## src/bpm_pkg.sv

```systemverilog
//----------------------------------------------------------------------
// byte placement for the octal ddr data lines
//----------------------------------------------------------------------
// Summary of operation
// - register word high byte first, then low byte
// - read sends two bytes per bus clock
// - read high byte while strobe high, edge aligned
// - write high byte on rise, low on fall
// - register words are always big endian
// - latency writes use strobe as byte mask
// - zero latency writes store whole words
// - device drives strobe low on zero latency writes
// - strobe high skips byte, low stores it
package bpm_pkg;

    //------------------------------------------------------------------
    // word layout on the data lines
    //------------------------------------------------------------------
    localparam int BYTE_W      = 8;
    localparam int WORD_W      = 16;
    localparam int HI_LSB      = 8;   // word[15:8] is the first byte
    localparam int LO_LSB      = 0;   // word[7:0] is the second byte
    localparam int BE_HI       = 1;   // enable bit of the first byte
    localparam int BE_LO       = 0;   // enable bit of the second byte
    localparam int FIFO_DEPTH  = 16;

    //------------------------------------------------------------------
    // values after reset, and the all-bytes enable
    //------------------------------------------------------------------
    localparam logic [7:0]  RST_BYTE  = 8'h00;
    localparam logic [15:0] RST_WORD  = 16'h0000;
    localparam logic [1:0]  BE_ALL    = 2'h3;
    localparam logic [1:0]  SYNC_RST  = 2'h0;

    // one written word with its byte enables
    typedef struct packed {
        logic [15:0] data;
        logic [1:0]  be;
    } bpm_wword_type;

    // pin levels after the synchronisers
    typedef struct packed {
        logic       clk;
        logic       cs_n;
        logic       strobe;
        logic [7:0] dq;
    } bpm_pins_type;

endpackage

```

## src/bpm_core.sv

```systemverilog
`timescale 1ns/1ns

//----------------------------------------------------------------------
// flip-flop fifo
//----------------------------------------------------------------------
// storage is plain registers addressed by index; depth must be a power
// of two so the pointers wrap by themselves
module bpm_fifo #(
    parameter int WIDTH = 18,
    parameter int DEPTH = 16
) (
    // clock and reset
    input  wire logic             ref_clk_i,
    input  wire logic             rst_n_i,
    // filling side
    input  wire logic             in_valid_i,
    input  wire logic [WIDTH-1:0] in_data_i,
    output logic                  in_ready_o,
    // draining side
    output logic                  out_valid_o,
    output logic      [WIDTH-1:0] out_data_o,
    input  wire logic             out_ready_i
);
    localparam int AW = $clog2(DEPTH);

    // refuse shapes the pointer arithmetic cannot serve
    if (DEPTH < 2 || (1 << AW) != DEPTH || WIDTH < 1) begin : g_bad
        $error("bpm_fifo: DEPTH must be a power of two >= 2");
    end

    logic [WIDTH-1:0] mem [DEPTH];
    logic [AW-1:0]    wr_ptr;
    logic [AW-1:0]    rd_ptr;
    logic [AW:0]      count;
    wire              push = in_valid_i && in_ready_o;
    wire              pop  = out_valid_o && out_ready_i;

    // honest flags from the occupancy count
    assign in_ready_o  = (count != (AW+1)'(DEPTH));
    assign out_valid_o = (count != '0);
    assign out_data_o  = mem[rd_ptr];

    // pointers and occupancy
    always_ff @(posedge ref_clk_i or negedge rst_n_i) begin
        if (!rst_n_i) begin
            wr_ptr <= '0;
            rd_ptr <= '0;
            count  <= '0;
        end else begin
            if (push)
                wr_ptr <= wr_ptr + 1'b1;
            if (pop)
                rd_ptr <= rd_ptr + 1'b1;
            count <= count + (AW+1)'(push) - (AW+1)'(pop);
        end
    end

    // storage has no reset; empty entries are never presented
    always_ff @(posedge ref_clk_i) begin
        if (push)
            mem[wr_ptr] <= in_data_i;
    end
endmodule

//----------------------------------------------------------------------
// device side byte placement and write masking
//----------------------------------------------------------------------
// the bus clock pin is sampled by ref_clk_i, so it must run well below
// a quarter of the local rate; both of its edges become one-cycle
// events from the second local clock edge after the pin moved
module bpm_core #(
    parameter int FIFO_DEPTH = bpm_pkg::FIFO_DEPTH
) (
    // clock and reset
    input  wire logic                  ref_clk_i,
    input  wire logic                  rst_n_i,
    // bus pins
    input  wire logic                  bus_clock_true_i,
    input  wire logic                  chip_sel_n_i,
    input  wire logic [7:0]            dq_i,
    output logic      [7:0]            dq_o,
    output logic                       dq_oe_o,
    input  wire logic                  data_strobe_mask_i,
    output logic                       data_strobe_mask_o,
    output logic                       data_strobe_mask_oe_o,
    // transaction phase from the command logic
    input  wire logic                  rd_phase_i,
    input  wire logic                  wr_phase_i,
    input  wire logic                  zero_latency_i,
    // register words to send
    input  wire logic                  rd_valid_i,
    input  wire logic [15:0]           rd_word_i,
    output logic                       rd_ready_o,
    // captured words out
    output logic                       wr_valid_o,
    output bpm_pkg::bpm_wword_type     wr_word_o,
    input  wire logic                  wr_ready_i,
    output logic                       wr_overflow_o
);
    //------------------------------------------------------------------
    // pin synchronisers
    //------------------------------------------------------------------
    bpm_pkg::bpm_pins_type pin_meta;
    bpm_pkg::bpm_pins_type pin_sync;
    logic                  clk_prev;

    // first stage feeds only the second
    always_ff @(posedge ref_clk_i or negedge rst_n_i) begin
        if (!rst_n_i) begin
            pin_meta <= '{clk: 1'b0, cs_n: 1'b1, strobe: 1'b0,
                          dq: bpm_pkg::RST_BYTE};
            pin_sync <= '{clk: 1'b0, cs_n: 1'b1, strobe: 1'b0,
                          dq: bpm_pkg::RST_BYTE};
            clk_prev <= 1'b0;
        end else begin
            pin_meta <= '{clk: bus_clock_true_i, cs_n: chip_sel_n_i,
                          strobe: data_strobe_mask_i, dq: dq_i};
            pin_sync <= pin_meta;
            clk_prev <= pin_sync.clk;
        end
    end

    //------------------------------------------------------------------
    // edge events
    //------------------------------------------------------------------
    wire sel      = !pin_sync.cs_n;
    wire rise     = pin_sync.clk && !clk_prev;
    wire fall     = !pin_sync.clk && clk_prev;
    wire rd_act   = sel && rd_phase_i;
    wire wr_act   = sel && wr_phase_i && !rd_phase_i;
    wire rd_rise  = rd_act && rise;
    wire rd_fall  = rd_act && fall;
    wire wr_rise  = wr_act && rise;
    wire wr_fall  = wr_act && fall;

    //------------------------------------------------------------------
    // read path
    //------------------------------------------------------------------
    logic [7:0] rd_low;      // second byte waits for the falling edge
    logic [7:0] dq_out;
    logic       strobe_out;
    logic       rd_drive;

    // one word taken per bus clock, at its rising edge
    assign rd_ready_o = rd_rise;

    // a missing word shows as zero rather than stale bytes
    wire [15:0] rd_word = rd_valid_i ? rd_word_i : bpm_pkg::RST_WORD;

    // high byte with strobe high, low byte with strobe low; data and
    // strobe leave the same flop so they stay edge aligned
    always_ff @(posedge ref_clk_i or negedge rst_n_i) begin
        if (!rst_n_i) begin
            dq_out     <= bpm_pkg::RST_BYTE;
            rd_low     <= bpm_pkg::RST_BYTE;
            strobe_out <= 1'b0;
            rd_drive   <= 1'b0;
        end else if (!rd_act) begin
            strobe_out <= 1'b0;
            rd_drive   <= 1'b0;
        end else if (rd_rise) begin
            dq_out     <= rd_word[bpm_pkg::HI_LSB +: 8];
            rd_low     <= rd_word[bpm_pkg::LO_LSB +: 8];
            strobe_out <= 1'b1;
            rd_drive   <= 1'b1;
        end else if (rd_fall) begin
            dq_out     <= rd_low;
            strobe_out <= 1'b0;
        end
    end

    //------------------------------------------------------------------
    // pin drive
    //------------------------------------------------------------------
    // a zero latency write gets a low strobe from us, since the host
    // leaves it free; a masked write hands the strobe to the host
    wire zl_drive = wr_act && zero_latency_i;

    assign dq_o                  = dq_out;
    assign dq_oe_o               = rd_drive;
    assign data_strobe_mask_o    = strobe_out;
    assign data_strobe_mask_oe_o = rd_drive || zl_drive;

    //------------------------------------------------------------------
    // write capture
    //------------------------------------------------------------------
    logic [7:0] cap_hi;
    logic       cap_mask_hi;
    logic       have_hi;     // first byte of the word already taken

    // first byte on the rising edge; host centers data so the sampled
    // level is settled by the time the edge is seen
    always_ff @(posedge ref_clk_i or negedge rst_n_i) begin
        if (!rst_n_i) begin
            cap_hi      <= bpm_pkg::RST_BYTE;
            cap_mask_hi <= 1'b0;
            have_hi     <= 1'b0;
        end else if (!wr_act) begin
            have_hi     <= 1'b0;                          // frame ended
        end else if (wr_rise) begin
            cap_hi      <= pin_sync.dq;
            cap_mask_hi <= pin_sync.strobe;
            have_hi     <= 1'b1;
        end else if (wr_fall) begin
            have_hi     <= 1'b0;
        end
    end

    //------------------------------------------------------------------
    // word assembly
    //------------------------------------------------------------------
    // second byte joins on the falling edge; a high strobe sample
    // clears that byte's enable, zero latency enables both
    wire       word_done = wr_fall && have_hi;
    wire [1:0] mask_be   = {!cap_mask_hi, !pin_sync.strobe};
    wire [1:0] word_be   = zero_latency_i ? bpm_pkg::BE_ALL
                                          : mask_be;

    bpm_pkg::bpm_wword_type push_word;
    assign push_word.data = {cap_hi, pin_sync.dq};
    assign push_word.be   = word_be;

    //------------------------------------------------------------------
    // write buffer
    //------------------------------------------------------------------
    // the bus cannot be paused mid burst, so a word that meets a full
    // buffer is dropped and flagged instead of stalling the link
    logic fifo_in_ready;
    logic overflow;

    bpm_fifo #(
        .WIDTH ($bits(bpm_pkg::bpm_wword_type)),
        .DEPTH (FIFO_DEPTH)
    ) u_fifo (
        .ref_clk_i   (ref_clk_i),
        .rst_n_i     (rst_n_i),
        .in_valid_i  (word_done),
        .in_data_i   (push_word),
        .in_ready_o  (fifo_in_ready),
        .out_valid_o (wr_valid_o),
        .out_data_o  (wr_word_o),
        .out_ready_i (wr_ready_i)
    );

    // one-cycle pulse per lost word
    always_ff @(posedge ref_clk_i or negedge rst_n_i) begin
        if (!rst_n_i)
            overflow <= 1'b0;
        else
            overflow <= word_done && !fifo_in_ready;
    end

    assign wr_overflow_o = overflow;
endmodule

```

## config.mk

```make
export PLATFORM = sky130hd
export DESIGN_NAME = bpm_core
export DESIGN_NICKNAME = d
export VERILOG_FILES = /design/src/bpm_pkg.sv /design/src/bpm_core.sv
export SDC_FILE = /design/constraint.sdc
export NUM_CORES = 1
export LEC_CHECK = 0
export ABC_AREA = 1
export BUFFER_PORTS_ARGS = -buffer_cell sky130_fd_sc_hd__buf_2
export CAP_MARGIN = 0
export CELL_PAD_IN_SITES_DETAIL_PLACEMENT = 1
export CELL_PAD_IN_SITES_GLOBAL_PLACEMENT = 2
export CORE_UTILIZATION = 43
export CTS_BUF_LIST = sky130_fd_sc_hd__clkbuf_8
export DETAILED_ROUTE_END_ITERATION = 7
export PLACE_DENSITY_LB_ADDON = 0.08
export SLEW_MARGIN = 25
export SYNTH_ARGS = -nofsm -noshare
export SYNTH_HDL_FRONTEND = slang
export SYNTH_SLANG_ARGS = --single-unit
```

## constraint.sdc

```tcl
create_clock -name ref_clk_i -period 3.6 [get_ports ref_clk_i]
set_input_delay 0.54 -clock ref_clk_i [delete_from_list [all_inputs] [get_ports ref_clk_i]]
set_output_delay 0.54 -clock ref_clk_i [all_outputs]
set_load 0.02 [all_outputs]
```

==> impl_metrics.tcl <==
set metrics [dict create \
    multi_input_area_um2 3610 \
    dr.pass1.iters 5 \
    final.setup.tns_ns 0 \
    wirelength_um 37400 \
    die_area_um2 34270 \
    p_per_area_nw_per_um2 738.0 \
    clockBufferDepth 3 \
    ir_drop_v 0.0004461 \
    synth_seq_area_share 0.7128 \
    io_pins 66 \
    vias 9570 \
    synth_cell_types 28 \
    crit_family "simple AND/OR/NAND/NOR gates" \
    area_delta_synth_final_pct 15.24 \
    synth.avg_cell_area_um2 11.13 \
    critPathArrivalTime_ns 2.65 \
    drive_above_1_share 0.1579 \
    synth_top_area_frac 0.5998 \
    rows 66 \
    port_buffers 65 \
    viasPerCell 5.058 \
    fillCellCount 3597 \
    dp_hpwl_um 22460 \
    hold_viol_final 0 \
    drt_iter0_markers 612 \
    min-delay-start "dq_i[2]" \
    grt.busiest_layer "met2" \
    synthCells 1295 \
    cpMostUsedCell "nand2_1" \
    antenna_found_initial 0 \
    cts_setup_buffers 0 \
    clk_pin_slew_ns 0.06 \
    cp_max_fo 34 \
    gr-usage-met2 0.3734 \
    maxSlewHeadroom 0.3190 \
    fin_crit_ns 3.192 \
    final_nets 1445 \
    start_util 0.4398 \
    grt_pass1_wl_um 57410 \
    pwr-share-comb 0.306 \
    synth.area.top_cells "edfxtp_1 60%, dfrtp_1 11%, nand2_1 11%" \
    gp_congestion 0.7618 \
    wl_per_cell_um 19.76 \
    fmax_mhz 313.3 \
    slew_violations 0 \
    overflow 0 \
    hp-class "input port to flop" \
    final_common_cell "nand2_1" \
    gr-usage-met3 0.03323 \
    clkPwrFrac 0.296 \
    p_switching_w 0.004515 \
    grt_util_met1 0.3158 \
    path_class "flop to primary output" \
    synth_seq_cells 353 \
    placedCellCount 1776 \
    crit_buf_inv 1 \
    register_area_um2 10280 \
    tightest_slew_ns 1.019 \
    crit_chain "nor2_4, nand3_1, nand2_1, nor2_1, nand2_1, nand2_1, buf_2" \
    crit_start "u_fifo.rd_ptr[1]" \
    r2r_slack_ns 0.93 \
    critical-path-max-stage-delay_ns 0.81 \
    core_um2 32780 \
    tritoncts "done" \
    synth_warnings 0 \
    htree_levels 2 \
    clk_latency_ns 0.62 \
    required_ns 3.06 \
    grt_pass1_vias 9952 \
    die_h_um 185.1 \
    grtUsageTotal 0.2268 \
    ant_nets 0 \
    diodes 0 \
    slowest_stage "nor2_4" \
    cts_hold_buf 4 \
    end_kind "primary output" \
    cts-buffers-inserted 59 \
    synth_ff_type "edfxtp_1" \
    min_period_over_period 0.8867 \
    synth.net_count 1341 \
    maxCapViolCount 0 \
    syn_area_um2 14420 \
    final_cell_mix "418 x nand2_1, 288 x edfxtp_1, 147 x nor2_1, 104 x nand3_1, 82 x inv_1" \
    drc 0 \
    cts_resized 0 \
    async_flop_share 0.1841 \
    setup_viol 0 \
    cp-start-kind "flop" \
    power_frac_seq 0.398 \
    fin_skew_ns 0.02143 \
    cts_root_buf "clkbuf_8" \
    grt_max_degree 87 \
    status "complete, no violations" \
    p_leak_nw 6.774 \
    internal-power_w 0.007746 \
    cts.sinks 353 \
    final_cells 1892 \
    swShare 0.3683 \
    r2r_start "u_fifo.count[3]" \
    synth_largest_area_cell "edfxtp_1" \
    die-width_um 185.1 \
    rsz0062_at_grt "false" \
    synth_edf_count 288 \
]
## layer usage
metal / part of all wire / wire length, um
met1: 0.47 / 17500
met2: 0.48 / 17830
met3: 0.039 / 1474
met4: 0.016 / 591
met5: 0 / 0
## power groups by stage
stage,Combinational [W],Sequential [W],Clock [W]
final,0.00375,0.00488,0.00363
after global routing,0.00420,0.00491,0.00388
after CTS,0.00384,0.00489,0.00371
after detailed placement,0.00382,0.00497,0
after global placement,0.00377,0.00496,0
after floorplan,0.00261,0.00483,0
## per-stage QoR
stage / total power [W] / setup slack [ns] / hold slack [ns] / util / area (um^2)
final: 0.01226 / 0.4080 / 0.04531 / 0.5068 / 16610
after global routing: 0.01300 / 0.2171 / 0.002583 / 0.5068 / 16610
after CTS: 0.01244 / 0.2928 / 0.0005518 / 0.5068 / 16610
after detailed placement: 0.008787 / 0.8379 / 0.3358 / 0.4685 / 15360
after global placement: 0.008734 / 0.8873 / 0.3322 / 0.4685 / 15360
after floorplan: 0.007438 / 0.7734 / 0.2444 / - / 14420
## cell families (layout without fill, tap and decap cells)
kind of cell               Yosys count  after routing  share of synthesized area
and+or+nand+nor                    713            713                     0.2012
DFF                                353            353                     0.7128
buffers and inverters              128            283                    0.04165
AOI/OAI and AO/OA                   81             81                    0.02855
adders and majority gates           12             12                    0.01093
xor gates and xnor gates             8              8                   0.004860
## Yosys cell counts (2+ instances only)
cell	instances
clkbuf_1	11
dfrtp_1	63
inv_1	63
nor2_1	151
nor3_1	13
nor2_4	2
buf_4	14
inv_2	4
o21ai_0	56
nand2_1	418
nand3_1	104
buf_6	4
xnor2_1	2
or2_2	18
edfxtp_1	288
nand4_1	3
xor2_1	6
dfstp_2	2
nand2_2	3
ha_1	11
a21oi_1	23
buf_2	30
## path summary, 6_finish.rpt
path                                    to  cells after the start
setup / recovery              wr_word_o[2]                      7
max in group asynchronous          dq_o[5]                      3
setup reg to reg           u_fifo.count[4]                     10
hold / removal                 pin_meta[2]                      1
min in group asynchronous      pin_meta[4]                      2
hold reg to reg                pin_sync[5]                      0
## sequential cells by signal, summed over array words and instances, names as in the netlist
| signal | cells |
|---|---|
| u_fifo.wr_ptr | 4 |
| pin_meta | 11 |
| clk_prev | 1 |
| dq_o | 8 |
| have_hi | 1 |
| u_fifo.count | 5 |
| pin_sync | 11 |
| wr_overflow_o | 1 |
| rd_low | 8 |
| data_strobe_mask_o | 1 |
| u_fifo.mem | 288 |
| dq_oe_o | 1 |
| cap_hi | 8 |
| u_fifo.rd_ptr | 4 |
| cap_mask_hi | 1 |
## final cells by class
type	instances	area share
sequential	353	0.6188
inverter	68	0.01544
clock buffer	67	0.05550
multi-input combinational	814	0.2173
timing repair buffer	103	0.04202
clock inverter	45	0.01770
tap	442	0.03329
## worst reg2reg max path, cell delays in order (launching register included)
cell,delay [ns]
dfrtp_1,0.38
inv_1,0.09
ha_1,0.16
nand4_1,0.20
nand2_2,0.42
inv_1,0.18
ha_1,0.27
fa_1,0.44
a21oi_1,0.17
o21bai_1,0.09
xor2_1,0.14
Note: power is estimated with default switching activity, not from simulation.
